==> config.mk <==
export PLATFORM = sky130hd
export DESIGN_NAME = pcs_decoder
export DESIGN_NICKNAME = d
export VERILOG_FILES = /design/src/include/pcs_pkg.sv /design/src/hw/pcs_decoder.sv
export SDC_FILE = /design/constraint.sdc
export NUM_CORES = 1
export LEC_CHECK = 0
export BUFFER_PORTS_ARGS = -buffer_cell sky130_fd_sc_hd__buf_4
export CAP_MARGIN = 20
export CELL_PAD_IN_SITES_DETAIL_PLACEMENT = 2
export CELL_PAD_IN_SITES_GLOBAL_PLACEMENT = 2
export CORE_MARGIN = 5
export CORE_UTILIZATION = 33
export DETAILED_ROUTE_END_ITERATION = 16
export PLACE_DENSITY = 0.78
export SETUP_SLACK_MARGIN = 0.5
export SLEW_MARGIN = 20
export SYNTH_ARGS = -nofsm -noshare
export SYNTH_HDL_FRONTEND = slang
export SYNTH_SLANG_ARGS = --single-unit
==> constraint.sdc <==
create_clock -name pclk -period 1.6 [get_ports pclk]
set_input_delay 0.32 -clock pclk [delete_from_list [all_inputs] [get_ports pclk]]
set_output_delay 0.32 -clock pclk [all_outputs]
set_load 0.01 [all_outputs]
==> src/include/pcs_pkg.sv <==
// Package for the programmable select decoder: register indexes, field
// positions, reset values and APB constants. Assumes a 32-bit APB bus.
package pcs_pkg;
    localparam int unsigned NUM_SEL      = 4;
    localparam int unsigned CMP_W        = 10;
    localparam int unsigned PADDR_W      = 12;

    // Register indexes as printed; the byte address is four times the index.
    localparam logic [9:0] IDX_BASE0     = 10'h04a;
    localparam logic [9:0] IDX_CTRL0     = 10'h04b;
    localparam logic [9:0] IDX_BASE1     = 10'h04c;
    localparam logic [9:0] IDX_CTRL1     = 10'h04d;
    localparam logic [9:0] IDX_CYC_TYPE  = 10'h0b3;
    localparam logic [9:0] IDX_BASE2     = 10'h0ba;
    localparam logic [9:0] IDX_CTRL2     = 10'h0bb;
    localparam logic [9:0] IDX_BASE3     = 10'h0bc;
    localparam logic [9:0] IDX_CTRL3     = 10'h0bd;
    localparam logic [9:0] IDX_GRAN      = 10'h0bf;
    localparam logic [9:0] IDX_GLOBAL    = 10'h0fe;

    // Reset values.
    localparam logic [7:0] RST_BASE      = 8'h00;
    localparam logic [7:0] RST_CTRL      = 8'h00;
    localparam logic [7:0] RST_CYC_TYPE  = 8'h00;
    localparam logic [7:0] RST_GRAN      = 8'h0f;
    localparam logic [7:0] RST_GLOBAL    = 8'h00;

    // Control register fields.
    localparam int unsigned CTRL_TOP_BIT = 7;
    localparam int unsigned CTRL_WR_EN   = 6;
    localparam int unsigned CTRL_RD_EN   = 5;
    localparam int unsigned CTRL_EARLY   = 4;
    localparam int unsigned CTRL_MASK_LO = 0;
    localparam int unsigned CTRL_MASK_W  = 4;

    // Shared register field offsets; bit n of a field serves select n.
    localparam int unsigned GRAN_BASE_LO = 4;
    localparam int unsigned GRAN_MASK_LO = 0;
    localparam int unsigned TYPE_MEM_LO  = 0;
    localparam int unsigned TYPE_WID_LO  = 4;
    localparam int unsigned GLB_DIR_LO   = 0;
    localparam int unsigned GLB_DIS_LO   = 4;

    // Address windows compared in each mode.
    localparam int unsigned IO_CMP_LO    = 0;
    localparam int unsigned MEM_CMP_LO   = 14;

    localparam logic [1:0] APB_ALIGN     = 2'h0;
    localparam logic [1:0] APB_HI_ZERO   = 2'h0;
endpackage

==> src/hw/pcs_decoder.sv <==
// Four programmable chip-select decoders with their register bank on APB.
// Assumes one clock, bus-cycle inputs synchronous to pclk, and an APB
// master that keeps to the usual setup and access phases.

// Function
// - Four selects, each memory or I/O decode
// - I/O mode compares ten bits, byte granularity
// - Memory mode decodes 16KB blocks over 16MB
// - Base register compares A8-A1 or A22-A15
// - Control bit 7 compares A9 or A23
// - Control bits enable write and read decode
// - Control bit 4 picks command or early timing
// - Control mask bits exclude base bits from compare
// - Granularity register adds lowest base and mask
// - Granularity register resets to 0Fh
// - Cycle-type high bits give ROM width
// - Global bits disable each select's decode
// - One write disables decode, enables kept
// - Global disables reset to enabled state
// - Global low bits let read hits drive direction low
// - Select read hits and the direction input steer peripheral buffer direction
module pcs_decoder
    import pcs_pkg::*;
(
    input  wire logic                 pclk,
    input  wire logic                 presetn,
    input  wire logic                 psel,
    input  wire logic                 penable,
    input  wire logic                 pwrite,
    input  wire logic [PADDR_W-1:0]   paddr,
    input  wire logic [31:0]          pwdata,
    output logic      [31:0]          prdata,
    output logic                      pready,
    output logic                      pslverr,
    input  wire logic                 cyc_valid,
    input  wire logic                 cyc_is_mem,
    input  wire logic                 cyc_is_write,
    input  wire logic                 cyc_cmd,
    input  wire logic [23:0]          cyc_addr,
    input  wire logic                 peripheral_buffer_direction_in,
    output logic      [NUM_SEL-1:0]   programmable_select_n,
    output logic                      peripheral_buffer_direction,
    output logic                      rom_select_cycle,
    output logic                      rom_select_wide
);

    logic [7:0]          base_ff [NUM_SEL];
    logic [7:0]          ctrl_ff [NUM_SEL];
    logic [7:0]          cyc_type_ff;
    logic [7:0]          gran_ff;
    logic [7:0]          global_ff;
    logic [31:0]         prdata_ff;
    logic                pready_ff;
    logic                pslverr_ff;
    logic [NUM_SEL-1:0]  sel_n_ff;
    logic                dir_ff;
    logic                rom_cyc_ff;
    logic                rom_wide_ff;
    logic [9:0]          reg_idx;
    logic                addr_ok;
    logic                wr_en;
    logic [NUM_SEL-1:0]  match;
    logic [NUM_SEL-1:0]  hit;
    logic [NUM_SEL-1:0]  rd_hit;
    logic [CMP_W-1:0]    cyc_cmp;

    // Says whether an index names one of the registers of the bank.
    function automatic logic reg_mapped(input logic [9:0] idx);
        unique case (idx)
            IDX_BASE0, IDX_CTRL0, IDX_BASE1, IDX_CTRL1, IDX_CYC_TYPE,
            IDX_BASE2, IDX_CTRL2, IDX_BASE3, IDX_CTRL3, IDX_GRAN,
            IDX_GLOBAL: reg_mapped = 1'b1;
            default:    reg_mapped = 1'b0;
        endcase
    endfunction

    // Base and control register indexes of select n.
    function automatic logic [9:0] base_idx(input int unsigned n);
        unique case (n)
            0:       base_idx = IDX_BASE0;
            1:       base_idx = IDX_BASE1;
            2:       base_idx = IDX_BASE2;
            default: base_idx = IDX_BASE3;
        endcase
    endfunction

    function automatic logic [9:0] ctrl_idx(input int unsigned n);
        unique case (n)
            0:       ctrl_idx = IDX_CTRL0;
            1:       ctrl_idx = IDX_CTRL1;
            2:       ctrl_idx = IDX_CTRL2;
            default: ctrl_idx = IDX_CTRL3;
        endcase
    endfunction

    // Ten-bit compare value of select n: top bit, base byte, lowest bit.
    function automatic logic [CMP_W-1:0] cmp_base(input logic [7:0] ctrl,
                                                  input logic [7:0] base,
                                                  input logic       low);
        cmp_base = {ctrl[CTRL_TOP_BIT], base, low};
    endfunction

    // Ten-bit mask of select n; only the five lowest bits can be masked.
    function automatic logic [CMP_W-1:0] cmp_mask(input logic [7:0] ctrl,
                                                  input logic       low);
        cmp_mask = {5'h00, ctrl[CTRL_MASK_LO +: CTRL_MASK_W], low};
    endfunction

    assign reg_idx = paddr[PADDR_W-1:2];
    assign addr_ok = (paddr[1:0] == APB_ALIGN) && reg_mapped(reg_idx);
    assign wr_en   = psel && penable && pready_ff && pwrite && addr_ok;

    // Memory cycles compare A23-A14, I/O cycles A9-A0.
    assign cyc_cmp = cyc_is_mem ? cyc_addr[MEM_CMP_LO +: CMP_W]
                                : cyc_addr[IO_CMP_LO +: CMP_W];

    always_comb begin
        for (int i = 0; i < NUM_SEL; i++) begin
            match[i] = ((cyc_cmp ^ cmp_base(ctrl_ff[i], base_ff[i],
                                             gran_ff[GRAN_BASE_LO + i]))
                        & ~cmp_mask(ctrl_ff[i], gran_ff[GRAN_MASK_LO + i]))
                       == '0;
            hit[i] = match[i]
                  && (cyc_is_mem == cyc_type_ff[TYPE_MEM_LO + i])
                  && (cyc_is_write ? ctrl_ff[i][CTRL_WR_EN]
                                   : ctrl_ff[i][CTRL_RD_EN])
                  && !global_ff[GLB_DIS_LO + i]
                  && (ctrl_ff[i][CTRL_EARLY] ? cyc_valid
                                             : cyc_valid && cyc_cmd);
            rd_hit[i] = hit[i] && !cyc_is_write && global_ff[GLB_DIR_LO + i];
        end
    end

    // Per-select base and control registers.
    always_ff @(posedge pclk or negedge presetn) begin
        if (!presetn) begin
            for (int i = 0; i < NUM_SEL; i++) begin
                base_ff[i] <= RST_BASE;
                ctrl_ff[i] <= RST_CTRL;
            end
        end else if (wr_en) begin
            for (int i = 0; i < NUM_SEL; i++) begin
                if (reg_idx == base_idx(i)) begin
                    base_ff[i] <= pwdata[7:0];
                end
                if (reg_idx == ctrl_idx(i)) begin
                    ctrl_ff[i] <= pwdata[7:0];
                end
            end
        end
    end

    // Shared registers.
    always_ff @(posedge pclk or negedge presetn) begin
        if (!presetn) begin
            cyc_type_ff <= RST_CYC_TYPE;
            gran_ff     <= RST_GRAN;
            global_ff   <= RST_GLOBAL;
        end else if (wr_en) begin
            if (reg_idx == IDX_CYC_TYPE) begin
                cyc_type_ff <= pwdata[7:0];
            end
            if (reg_idx == IDX_GRAN) begin
                gran_ff <= pwdata[7:0];
            end
            if (reg_idx == IDX_GLOBAL) begin
                global_ff <= pwdata[7:0];
            end
        end
    end

    // APB answer: one wait-free access phase, data captured at setup.
    always_ff @(posedge pclk or negedge presetn) begin
        if (!presetn) begin
            pready_ff  <= 1'b0;
            pslverr_ff <= 1'b0;
            prdata_ff  <= '0;
        end else begin
            pready_ff  <= psel && !penable;
            pslverr_ff <= psel && !penable && !addr_ok;
            if (psel && !penable && !pwrite) begin
                prdata_ff <= '0;
                for (int i = 0; i < NUM_SEL; i++) begin
                    if (reg_idx == base_idx(i)) begin
                        prdata_ff[7:0] <= base_ff[i];
                    end
                    if (reg_idx == ctrl_idx(i)) begin
                        prdata_ff[7:0] <= ctrl_ff[i];
                    end
                end
                if (reg_idx == IDX_CYC_TYPE) begin
                    prdata_ff[7:0] <= cyc_type_ff;
                end
                if (reg_idx == IDX_GRAN) begin
                    prdata_ff[7:0] <= gran_ff;
                end
                if (reg_idx == IDX_GLOBAL) begin
                    prdata_ff[7:0] <= global_ff;
                end
                if (paddr[1:0] != APB_ALIGN) begin
                    prdata_ff <= '0;
                end
            end
        end
    end

    // Select outputs, buffer direction and ROM cycle flags.
    always_ff @(posedge pclk or negedge presetn) begin
        if (!presetn) begin
            sel_n_ff    <= '1;
            dir_ff      <= 1'b1;
            rom_cyc_ff  <= 1'b0;
            rom_wide_ff <= 1'b0;
        end else begin
            sel_n_ff    <= ~hit;
            dir_ff      <= peripheral_buffer_direction_in && !(|rd_hit);
            rom_cyc_ff  <= cyc_is_mem && (|hit);
            rom_wide_ff <= cyc_is_mem
                        && (|(hit & cyc_type_ff[TYPE_WID_LO +: NUM_SEL]));
        end
    end

    assign prdata                      = prdata_ff;
    assign pready                      = pready_ff;
    assign pslverr                     = pslverr_ff;
    assign programmable_select_n       = sel_n_ff;
    assign peripheral_buffer_direction = dir_ff;
    assign rom_select_cycle            = rom_cyc_ff;
    assign rom_select_wide             = rom_wide_ff;
endmodule

==> results by group, run 1 <==
Worst setup path
  – Setup crit end kind: flip-flop
  – Critical path type: input port to flip-flop
  – Req. time, crit path: approximately 1.9 ns
  – Worst EP arrival: 2.38 ns
  – Crit Path Max Fanout: 4
  – R2R depth: 6
  – Startpoint types: input port

Detailed routing
  – Wirelength per Cell: 35.80 um
  – DR iter-0 viols: between 400 and 500
  – Vias: around 6300
  – DRC: 0
  – Final WL: roughly 37000 um
  – 1st-pass router iterations: 5
  – Vias per cell: 6.050
  – Post-DRT Antenna Nets: 0

Global route
  – Gr ovfl total: 0
  – Grt met3 use: just over 6%
  – Vias in the first global route: between 6000 and 7000
  – Initial antenna violation count: 0
  – Grt met1 use: 34.75%
  – Pin count of the biggest net entering global routing: 68
  – Tot GR Track Use: between 30 and 40%
  – First-pass GRT wire length: ~48000 um
  – GR Util met2: 54.31%
  – Layer carrying the most global-route usage: met2

Clock tree
  – Clk slew on worst S/H paths: 0.08 ns
  – Clock sinks: roughly 110
  – Num CTS Buffers: 9
  – TritonCTS clock tree: yes
  – CTS Buffer Depth: 2
  – Worst skew pair latency: roughly 0.38 ns
  – CTS root buf: clkbuf_16
  – H-tree levels: 3

Synth
  – Synth top area cells: dfrtp_1, mux2_2, mux2_1
  – Post-Syn Instances: roughly 570
  – Sequential-to-total area share from yosys stat: 42.41%
  – Most frequent cell after synthesis: dfrtp_1
  – Asr flop ratio synth: 100.0%
  – Yosys reg bits: 105
  – Ys Warns: 0
  – Post-synth EDFFs: 0
  – Synth cell count leaders: dfrtp_1, mux2_2, mux2_1
  – Post-synth top area share: about two fifths
  – Avg Synthesized Cell Area: 11.01 um2
  – Synth cell types: between 70 and 80
  – Commonest register cell after synthesis: dfrtp_1
  – Area leader, netlist: dfrtp_1
  – Mapped Area: just over 0.006 mm2

Worst hold path
  – HP Class: input port to flip-flop
  – Cells on Worst Hold Path: 3

Power and ir drop
  – Seq pwr share: 44.0%
  – VDD IR max: about 440 uV
  – Part of the power in combinational logic: between 15 and 20%
  – P_sw: between 1.5 and 2 mW
  – Share of power burned in the clock network: 39.0%
  – Cell area power density: 617.7 mW/mm2
  – Sw Share: a little under a third
  – Internal Power: between 4 and 5 mW
  – P_leak: 4.557 nW

Place
  – Final Wtd Congestion: around 0.92
  – I/O Buffers: 66
  – Cell Area, Placed: ~0.008 mm2
  – Pre-CTS WS: -0.8719 ns
  – HPWL Detailed: between 20000 and 25000 um
  – Placed cells: about 1000

Floorplanning
  – Initial core utilization: roughly a third
  – I/O pin cnt: ~120
  – Core area: roughly 0.019 mm2
  – Die area: 0.02170 mm2
  – Row count: 50
  – Die X: ~150 um
  – Die height: between 100 and 150 um

STA
  – Hold Vio Cnt, Final: 0
  – Final Cycle Share: 132.7%
  – Worst-margin pin slew: 0.7912 ns
  – Slew margin rel.: approximately 47%
  – Pins over their slew limit: 0
  – Final Critical Period: between 2 and 2.5 ns
  – Worst clock skew: roughly 0.017 ns
  – Setup-failing EPs final: about 100
  – Setup WS post-layout: -0.5238 ns
  – RSZ-0062 raised after global routing: yes
  – Achievable Freq: ~0.47 GHz

Layout
  – Fin util: 52.58%
  – Fill cells: about 1800
  – Share of cells above drive strength 1: between 50% and 60%
  – Post-route design area: about 0.0098 mm2
  – Ant. Diodes: 0
  – Area Overhead vs Synth: 57.53%
  – Layout net count: 883
  – Finished Layout Cells: 1044

Outcome
  – Failing checks: setup timing
  – Status: complete, but fails checks

Flow run
  – Max_cap viols: 0
[metrics by stage]
step	hold WS (ns)	TNS [ns]	power (mW)
2_1_floorplan	0.02441	-21.95	3.102
3_5_place_dp	0.3692	-61.68	3.523
4_1_cts	0.2357	-24.23	5.817
6_report	0.1922	-34.13	6.055
3_3_place_gp	0.3584	-53.01	3.477
5_1_grt	0.1749	-36.01	6.230
[cell type report]
cell class	instances	area, um2	area share (%)
Clock buffer	11	242.7	2.476
Clock inverter	5	40.04	0.4085
Inverter	12	45.04	0.4595
Multi-Input combinational cell	415	4242	43.27
Sequential cell	105	2639	26.92
Tap cell	234	292.8	2.987
Timing Repair Buffer	262	2301	23.47
[cell families (layout without fill, tap and decap cells)]
| family | after synthesis | after routing | synth area share (%) |
|---|---|---|---|
| AOI/OAI and AO/OA | 113 | 113 | 12.97 |
| xor gates and xnor gates | 39 | 39 | 5.490 |
| buffers and inverters | 68 | 290 | 5.992 |
| DFF | 105 | 105 | 42.41 |
| muxes | 118 | 118 | 21.92 |
| other | 1 | 24 | 0.06027 |
| and+or+nand+nor | 121 | 121 | 11.16 |
[worst paths after layout]
kind	start	to	slack (ns)
worst min register to register	cyc_type_ff[4]$_DFFE_PN0P_	cyc_type_ff[4]$_DFFE_PN0P_	0.55
worst min-delay path	peripheral_buffer_direction_in	peripheral_buffer_direction$_DFF_PN1_	0.19
worst max register to register	pready$_DFF_PN0_	base_ff[7]$_DFFE_PN0P_	-0.48
worst max-delay path	paddr[10]	base_ff[7]$_DFFE_PN0P_	-0.52
min in group asynchronous	presetn	base_ff[14]$_DFFE_PN0P_	0.47
max in group asynchronous	presetn	base_ff[26]$_DFFE_PN0P_	0.64
[layout by cell type, fill, tap and decap left out, types with 4 or more instances in the layout]
cell type	synthesis	final
o22ai_1	15	11
clkbuf_16	0	9
and3_4	0	4
buf_12	0	7
nor3_4	1	6
a22o_1	5	5
o21ai_1	5	6
mux2_2	50	25
buf_6	1	59
a21oi_1	18	16
mux2i_2	4	4
nand2_8	0	4
a22oi_1	5	5
or3_4	1	8
xor2_2	0	6
nor3_1	9	4
nor2_1	26	18
nand4_1	5	5
dfrtp_1	96	96
dfstp_2	9	9
nor2_4	0	5
conb_1	1	24
xnor2_1	10	9
xor2_1	29	22
o21ai_0	16	12
nand2_1	24	19
nor2b_1	10	8
buf_4	26	192
mux2_4	1	66
mux2i_1	19	14
inv_1	11	9
o2bb2ai_1	6	4
nor2_2	2	5
mux2i_4	4	9
[registers in the layout, summed over array words and instances (netlist names)]
| signal | cells |
|---|---|
| global_ff | 8 |
| prdata | 8 |
| programmable_select_n | 4 |
| rom_select_cycle | 1 |
| pready | 1 |
| base_ff | 32 |
| cyc_type_ff | 8 |
| ctrl_ff | 32 |
| peripheral_buffer_direction | 1 |
| pslverr | 1 |
| gran_ff | 8 |
| rom_select_wide | 1 |
[critical path, stage by stage]
cell	delay, ns
buf_8	0.10
nand4bb_4	0.25
or4_1	0.43
a21o_1	0.22
a31oi_4	0.29
and3_4	0.30
buf_6	0.15
mux2_4	0.33
[power groups by stage]
stage / Combinational [mW] / Sequential (mW) / Clock [mW]
finish: 1.03 / 2.66 / 2.36
global route: 1.06 / 2.66 / 2.51
CTS: 0.891 / 2.66 / 2.27
detailed placement: 0.811 / 2.71 / 0
global placement: 0.766 / 2.71 / 0
floorplan: 0.388 / 2.71 / 0
[layer usage]
metal / share of wire [%] / wire [um]
met5: 0 / 0
met4: 6.0 / 2238
met3: 6.2 / 2315
met2: 51 / 18900
met1: 37 / 13920
[timing repair]
item                                    4_1_cts  5_1_grt
endpoints found under the setup margin      121      121
gates cloned                                  0        0
hold buffers                                  1        0
pin swaps                                    42       32
gates resized for setup                     190       45
hold endpoints to repair                     48        0
buffers inserted                             21       24
Note: power is estimated with default switching activity, not from simulation.
==> run 2: changes to the inputs <==
--- a/config.mk
+++ b/config.mk
@@ -7,12 +7,12 @@
 export LEC_CHECK = 0
 export BUFFER_PORTS_ARGS = -buffer_cell sky130_fd_sc_hd__buf_4
 export CAP_MARGIN = 20
-export CELL_PAD_IN_SITES_DETAIL_PLACEMENT = 2
-export CELL_PAD_IN_SITES_GLOBAL_PLACEMENT = 2
+export CELL_PAD_IN_SITES_DETAIL_PLACEMENT = 1
+export CELL_PAD_IN_SITES_GLOBAL_PLACEMENT = 1
 export CORE_MARGIN = 5
-export CORE_UTILIZATION = 33
+export CORE_UTILIZATION = 40
 export DETAILED_ROUTE_END_ITERATION = 16
-export PLACE_DENSITY = 0.78
+export PLACE_DENSITY = 0.77
 export SETUP_SLACK_MARGIN = 0.5
 export SLEW_MARGIN = 20
 export SYNTH_ARGS = -nofsm -noshare
==> results by group, run 2 (same netlist as run 1, synthesis figures left out) <==
Layout
  – Ant. Diodes: 0 (unchanged)
  – Commonest non-fill, non-tap cells in the layout: buf_4, dfrtp_1, mux2_4
  – Largest regs: base_ff x32, ctrl_ff x32
  – Share of cells above drive strength 1: 58.62% (-0.64 points)
  – Post-route design area: 0.009689 mm2 (-1.1%)
  – Area Overhead vs Synth: 55.72%
  – Commonest non-fill, non-tap cell in the layout: buf_4
  – Layout net count: 885 (+0.23%)

Worst hold path
  – HP Class: input port to flip-flop

Power and ir drop
  – Internal Power: 4.171 mW (-0.35%)
  – Part of the power in combinational logic: 16.7% (-0.3 points)
  – Seq pwr share: 44.5% (+0.5 points)
  – Share of power burned in the clock network: 38.8% (-0.2 points)
  – P_leak: 4.585 nW (+0.61%)
  – Sw Share: 30.33% (-0.54 points)
  – Cell area power density: 617.9 mW/mm2 (about the same)
  – P_sw: 1.816 mW (-2.8%)
  – VDD IR max: 465.9 uV (+5.9%)

Clock tree
  – H-tree levels: 3 (unchanged)
  – Worst skew pair latency: 0.39 ns (about the same)
  – Clk slew on worst S/H paths: 0.10 ns (+0.02 ns)
  – Num CTS Buffers: 9 (unchanged)
  – TritonCTS clock tree: yes
  – Clock sinks: 105 (unchanged)
  – CTS root buf: clkbuf_16
  – CTS Buffer Depth: 2 (unchanged)

Worst setup path
  – Crit Path Max Fanout: 4 (unchanged)
  – Critical path type: input port to flip-flop
  – Setup crit end kind: flip-flop
  – Startpoint types: input port
  – Req. time, crit path: 1.85 ns (about the same)
  – Worst EP arrival: 2.35 ns (-0.03 ns)

Floorplanning
  – Die height: 134.7 um (-8.5%)
  – I/O pin cnt: 119 (unchanged)
  – Core area: 0.01526 mm2 (-18%)
  – Die X: 134.7 um (-8.5%)
  – Row count: 45 (-10%)
  – Initial core utilization: 40.78% (+7.4 points)
  – Die area: 0.01815 mm2 (-16%)

Detailed routing
  – Vias per cell: 6.291 (+4.0%)
  – Wirelength per Cell: 31.42 um (-12%)
  – Post-DRT Antenna Nets: 0 (unchanged)
  – Final WL: 32150 um (-14%)
  – DR iter-0 viols: 632 (+43%)
  – 1st-pass router iterations: 5 (unchanged)
  – DRC: 0 (unchanged)
  – Vias: 6436 (+1.9%)

STA
  – RSZ-0062 raised after global routing: yes
  – Worst clock skew: 0.02345 ns (+0.006216 ns)
  – Setup WS post-layout: -0.4983 ns (+0.02548 ns)
  – Hold Vio Cnt, Final: 0 (unchanged)
  – Final Critical Period: 2.098 ns (-0.02548 ns)
  – Pins over their slew limit: 0 (unchanged)
  – Final hold slack: 0.2351 ns (+0.04284 ns)
  – Achievable Freq: 0.4766 GHz (+1.2%)
  – Final Cycle Share: 131.1% (-1.6 points)
  – Setup-failing EPs final: 103 (-0.96%)

Global route
  – Initial antenna violation count: 0 (unchanged)
  – Tot GR Track Use: 31.06% (+0.88 points)
  – First-pass GRT wire length: 42290 um (-12%)
  – Vias in the first global route: 6703 (-2.7%)
  – Gr ovfl total: 0 (unchanged)
  – Pin count of the biggest net entering global routing: 54 (-21%)

Place
  – I/O Buffers: 66 (unchanged)
  – Cell Area, Placed: 0.008097 mm2 (about the same)
  – HPWL Detailed: 18850 um (-11%)
  – Final Wtd Congestion: 0.9627 (+5.1%)
  – Pre-CTS WS: -0.7646 ns (+0.1072 ns)

Outcome
  – Failing checks: setup timing
  – Status: complete, but fails checks

Flow run
  – Max_cap viols: 0 (unchanged)
## run 2: repair_timing
item / 4_1_cts / 5_1_grt
hold endpoints to repair: 6 / 0
setup buffers: 24 / 19
hold buffers: 1 / 0
pin swaps: 39 / 38
resized for setup: 164 / 53
setup endpoints to repair: 121 / 121
## run 2: final cells by class
cell class	count	area, um2
Fill cell	1541	5569
Multi-Input combinational cell	415	4140
Sequential cell	105	2640
Timing Repair Buffer	264	2316
Tap cell	211	264.0
Clock buffer	9	225.2
Clock inverter	7	58.81
Inverter	12	45.04
## run 2: power groups by stage
stage	clock network, mW	logic (mW)	registers (mW)
after global routing	2.42	1.03	2.66
after global placement	0	0.761	2.71
after detailed placement	0	0.787	2.71
final	2.32	1.00	2.66
after CTS	2.26	0.864	2.66
after floorplan	0	0.388	2.71
## run 2: path summary, 6_finish.rpt
| path | startpoint | end | slack (ns) | cells after the start |
|---|---|---|---|---|
| min | penable | pready$_DFF_PN0_ | 0.24 | 3 |
| max in group asynchronous | presetn | gran_ff[0]$_DFFE_PN1P_ | 0.69 | 3 |
| min reg2reg | cyc_type_ff[7]$_DFFE_PN0P_ | cyc_type_ff[7]$_DFFE_PN0P_ | 0.53 | 1 |
| max reg2reg | cyc_type_ff[1]$_DFFE_PN0P_ | rom_select_cycle$_DFF_PN0_ | -0.44 | 9 |
| min in group asynchronous | presetn | prdata[1]$_DFFE_PN0P_ | 0.31 | 2 |
| max | cyc_is_mem | peripheral_buffer_direction$_DFF_PN1_ | -0.50 | 10 |
## run 2: through the flow
stage | TNS, ns | power (mW) | std cells | util (%)
after floorplan | -21.95 | 3.102 | 588 | -
after global placement | -53.81 | 3.473 | 963 | 53.06
after detailed placement | -59.04 | 3.499 | 963 | 53.06
after CTS | -18.96 | 5.781 | 1004 | 60.80
after global routing | -33.57 | 6.113 | 1023 | 63.50
final | -31.55 | 5.987 | 1023 | 63.50
## run 2: metal layers
layer | up-vias | GRT usage [%] | share of wire [%]
li1 | 2505 | - | -
met1 | 3244 | 36.70 | 36
met2 | 498 | 52.45 | 48
met3 | 189 | 5.738 | 8.2
met4 | 0 | 18.78 | 7.9
met5 | - | 0 | 0
## run 2: critical path, cell delays in order
cell and delay (ns):
buf_12 0.10, buf_8 0.13, mux2i_4 0.30, buf_4 0.16
xor2_1 0.09, o22ai_1 0.35, nor4_2 0.09, buf_4 0.18
o2bb2ai_1 0.16, a211oi_1 0.45
==> run 3: changes to the inputs <==
--- a/config.mk
+++ b/config.mk
@@ -5,16 +5,16 @@
 export SDC_FILE = /design/constraint.sdc
 export NUM_CORES = 1
 export LEC_CHECK = 0
+export ABC_AREA = 1
 export BUFFER_PORTS_ARGS = -buffer_cell sky130_fd_sc_hd__buf_4
 export CAP_MARGIN = 20
 export CELL_PAD_IN_SITES_DETAIL_PLACEMENT = 1
 export CELL_PAD_IN_SITES_GLOBAL_PLACEMENT = 1
 export CORE_MARGIN = 5
-export CORE_UTILIZATION = 40
+export CORE_UTILIZATION = 37
 export DETAILED_ROUTE_END_ITERATION = 16
-export PLACE_DENSITY = 0.77
+export PLACE_DENSITY = 0.76
 export SETUP_SLACK_MARGIN = 0.5
-export SLEW_MARGIN = 20
 export SYNTH_ARGS = -nofsm -noshare
 export SYNTH_HDL_FRONTEND = slang
 export SYNTH_SLANG_ARGS = --single-unit
==> results by group, run 3 <==
Outcome
  – Status: complete, but fails checks
  – Failing checks: hold timing, setup timing

Synth
  – Synth top area cells: dfrtp_1, nand2_1, o21ai_2
  – Sequential-to-total area share from yosys stat: 41.10% (-1.3 points)
  – Area leader, netlist: dfrtp_1
  – Ys Warns: 0 (unchanged)
  – Most frequent cell after synthesis: nand2_1
  – Avg Synthesized Cell Area: 7.916 um2 (-28%)
  – Post-Syn Instances: 811 (+44%)
  – Post-synth top area share: 37.42% (-1.2 points)
  – Yosys reg bits: 105 (unchanged)
  – Asr flop ratio synth: 100.0% (unchanged)
  – Synth cell types: 40 (-45%)
  – Mapped Area: 0.006420 mm2 (+3.2%)
  – Post-synth EDFFs: 0 (unchanged)
  – Commonest register cell after synthesis: dfrtp_1
  – Synth cell count leaders: nand2_1, dfrtp_1, inv_1

Clock tree
  – Clk slew on worst S/H paths: 0.09 ns (about the same)
  – Worst skew pair latency: 0.37 ns (-0.02 ns)
  – TritonCTS clock tree: yes
  – Num CTS Buffers: 9 (unchanged)
  – Clock sinks: 105 (unchanged)
  – CTS root buf: clkbuf_16
  – H-tree levels: 3 (unchanged)
  – CTS Buffer Depth: 2 (unchanged)

Layout
  – Largest regs: base_ff x32, ctrl_ff x32
  – Ant. Diodes: 0 (unchanged)
  – Commonest non-fill, non-tap cells in the layout: buf_4, nand2_1, dfrtp_1
  – Commonest non-fill, non-tap cell in the layout: buf_4
  – Area Overhead vs Synth: 63.54%
  – Layout net count: 1119 (+26%)
  – Fin util: 61.12% (-2.4 points)
  – Share of cells above drive strength 1: 57.55% (-1.1 points)

Floorplanning
  – Row count: 48 (+6.7%)
  – I/O pin cnt: 119 (unchanged)
  – Die X: 141.7 um (+5.2%)
  – Initial core utilization: 37.38% (-3.4 points)
  – Die area: 0.02009 mm2 (+11%)
  – Core area: 0.01718 mm2 (+13%)
  – Die height: 141.7 um (+5.2%)

Detailed routing
  – Vias per cell: 5.872 (-6.7%)
  – DRC: 0 (unchanged)
  – Final WL: 35820 um (+11%)
  – DR iter-0 viols: 751 (+19%)
  – Wirelength per Cell: 28.18 um (-10%)
  – 1st-pass router iterations: 5 (unchanged)
  – Vias: 7463 (+16%)
  – Post-DRT Antenna Nets: 0 (unchanged)

STA
  – Setup WS post-layout: -0.3008 ns (+0.1975 ns)
  – Setup TNS: -15.22 ns (+16.33 ns)
  – Pins over their slew limit: 0 (unchanged)
  – Setup-failing EPs final: 101 (-1.9%)
  – Final Critical Period: 1.901 ns (-0.1975 ns)
  – Worst clock skew: 0.01245 ns (-0.01100 ns)
  – Hold Vio Cnt, Final: 24 (+24)
  – RSZ-0062 raised after global routing: yes
  – Achievable Freq: 0.5261 GHz (+10%)
  – Final hold slack: -0.1149 ns (-0.3499 ns)
  – Final Cycle Share: 118.8% (-12 points)

Global route
  – Gr ovfl total: 0 (unchanged)
  – Grt met3 use: 5.426% (-0.31 points)
  – First-pass GRT wire length: 41590 um (-1.7%)
  – Tot GR Track Use: 27.12% (-3.9 points)
  – Grt met1 use: 33.62% (-3.1 points)
  – Initial antenna violation count: 0 (unchanged)
  – Vias in the first global route: 7272 (+8.5%)
  – Layer carrying the most global-route usage: met2
  – GR Util met2: 46.03% (-6.4 points)
  – Pin count of the biggest net entering global routing: 48 (-11%)

Place
  – I/O Buffers: 66 (unchanged)
  – Pre-CTS WS: -0.4476 ns (+0.3171 ns)
  – HPWL Detailed: 18890 um (+0.17%)
  – Final Wtd Congestion: 0.8992 (-6.6%)

Power and ir drop
  – Sw Share: 28.25% (-2.1 points)
  – P_leak: 5.047 nW (+10%)
  – Seq pwr share: 42.8% (-1.7 points)
  – Share of power burned in the clock network: 41.7% (+2.9 points)
  – P_sw: 1.754 mW (-3.4%)
  – Cell area power density: 591.6 mW/mm2 (-4.3%)
  – Part of the power in combinational logic: 15.4% (-1.3 points)
  – Internal Power: 4.457 mW (+6.9%)
  – VDD IR max: 410.0 uV (-12%)

Worst setup path
  – Worst EP arrival: 2.21 ns (-0.14 ns)
  – Critical path type: flip-flop to flip-flop
  – Crit Path Max Fanout: 3 (-1)
  – Worst r2r dst: peripheral_buffer_direction$_DFF_PN1_
  – Setup crit end kind: flip-flop
  – Req. time, crit path: 1.91 ns (+0.06 ns)
  – R2R setup slack: -0.30 ns (+0.14 ns)
  – R2R depth: 11 (+2)
  – R2R Path Start: global_ff[5]$_DFFE_PN0P_
  – Startpoint types: flip-flop

Flow run
  – Max_cap viols: 0 (unchanged)

Worst hold path
  – HP Class: input port to async pin
[run 3: cell types whose count changed after synthesis, moves of 21 or more]
cell	before	now
o21ai_2	0	58
nand3_1	2	30
nand2_1	24	261
mux2_1	40	0
inv_1	11	66
mux2_2	50	0
nor2_1	26	47
o21ai_1	5	34
[run 3: worst max-delay path by stage]
stage,from,end,slack [ns]
after detailed placement,paddr[4],prdata[3]$_DFFE_PN0P_,-0.45
after floorplan,paddr[10],base_ff[29]$_DFFE_PN0P_,-0.20
after CTS,paddr[11],cyc_type_ff[3]$_DFFE_PN0P_,-0.02
final,global_ff[5]$_DFFE_PN0P_,peripheral_buffer_direction$_DFF_PN1_,-0.30
after global placement,paddr[10],prdata[1]$_DFFE_PN0P_,-0.42
after global routing,ctrl_ff[20]$_DFFE_PN0P_,peripheral_buffer_direction$_DFF_PN1_,-0.34
[run 3: logic make-up after synthesis]
family / count (synthesis) / share of synthesized area (%)
xor gates and xnor gates: 19 / 2.592
other: 1 / 0.05841
AOI/OAI and AO/OA: 157 / 15.92
and+or+nand+nor: 402 / 30.01
buffers and inverters: 127 / 10.31
DFF: 105 / 41.10
[run 3: metal layers]
layer  vias to the layer above  wire length (um)
met5                         -                 0
met4                         0              2790
met3                       211              3143
met2                       524             17020
met1                      3677             12860
li1                       3051                 -
[run 3: power by group through the flow]
stage / logic, mW / registers [mW] / clock network (mW)
after floorplan: 0.362 / 2.71 / 0
after global placement: 0.720 / 2.71 / 0
after detailed placement: 0.737 / 2.71 / 0
after CTS: 0.806 / 2.66 / 2.54
after global routing: 0.998 / 2.66 / 2.70
final: 0.958 / 2.66 / 2.59
[run 3: cell type report]
type                       count  area, um2
timing repair buffer         245       2515
inverter                      77      335.3
clock inverter                 5      87.58
timing repair inverter         1      16.27
clock buffer                  11      242.7
fill                        1912       6678
sequential                   105       2650
multi-input combinational    602       4370
tap                          225      281.5
[run 3: per-stage QoR]
stage          power (mW)  instances  cell area (um2)
2_1_floorplan       3.076        834             6726
3_3_place_gp        3.431       1197             8270
3_5_place_dp        3.448       1197             8270
4_1_cts             6.009       1235             9395
5_1_grt             6.360       1271            10500
6_report            6.211       1271            10500
[run 3: critical path: stages, from the launching register on]
cell and delay [ns]:
dfrtp_1 0.40, nor2_1 0.13, buf_4 0.15, nand4_1 0.16, nor2_1 0.21, nand2_1 0.13, nor2_4 0.21, nand3_2 0.12
nand2_1 0.11, nor2_1 0.05, nor2_1 0.11, nor2_1 0.06
[run 3: repair_timing]
action	CTS	global route
setup buffers	19	31
gates cloned	3	5
setup endpoints to repair	121	121
pin swaps	46	54
gates resized for setup	165	203
endpoints found under the hold margin	24	24
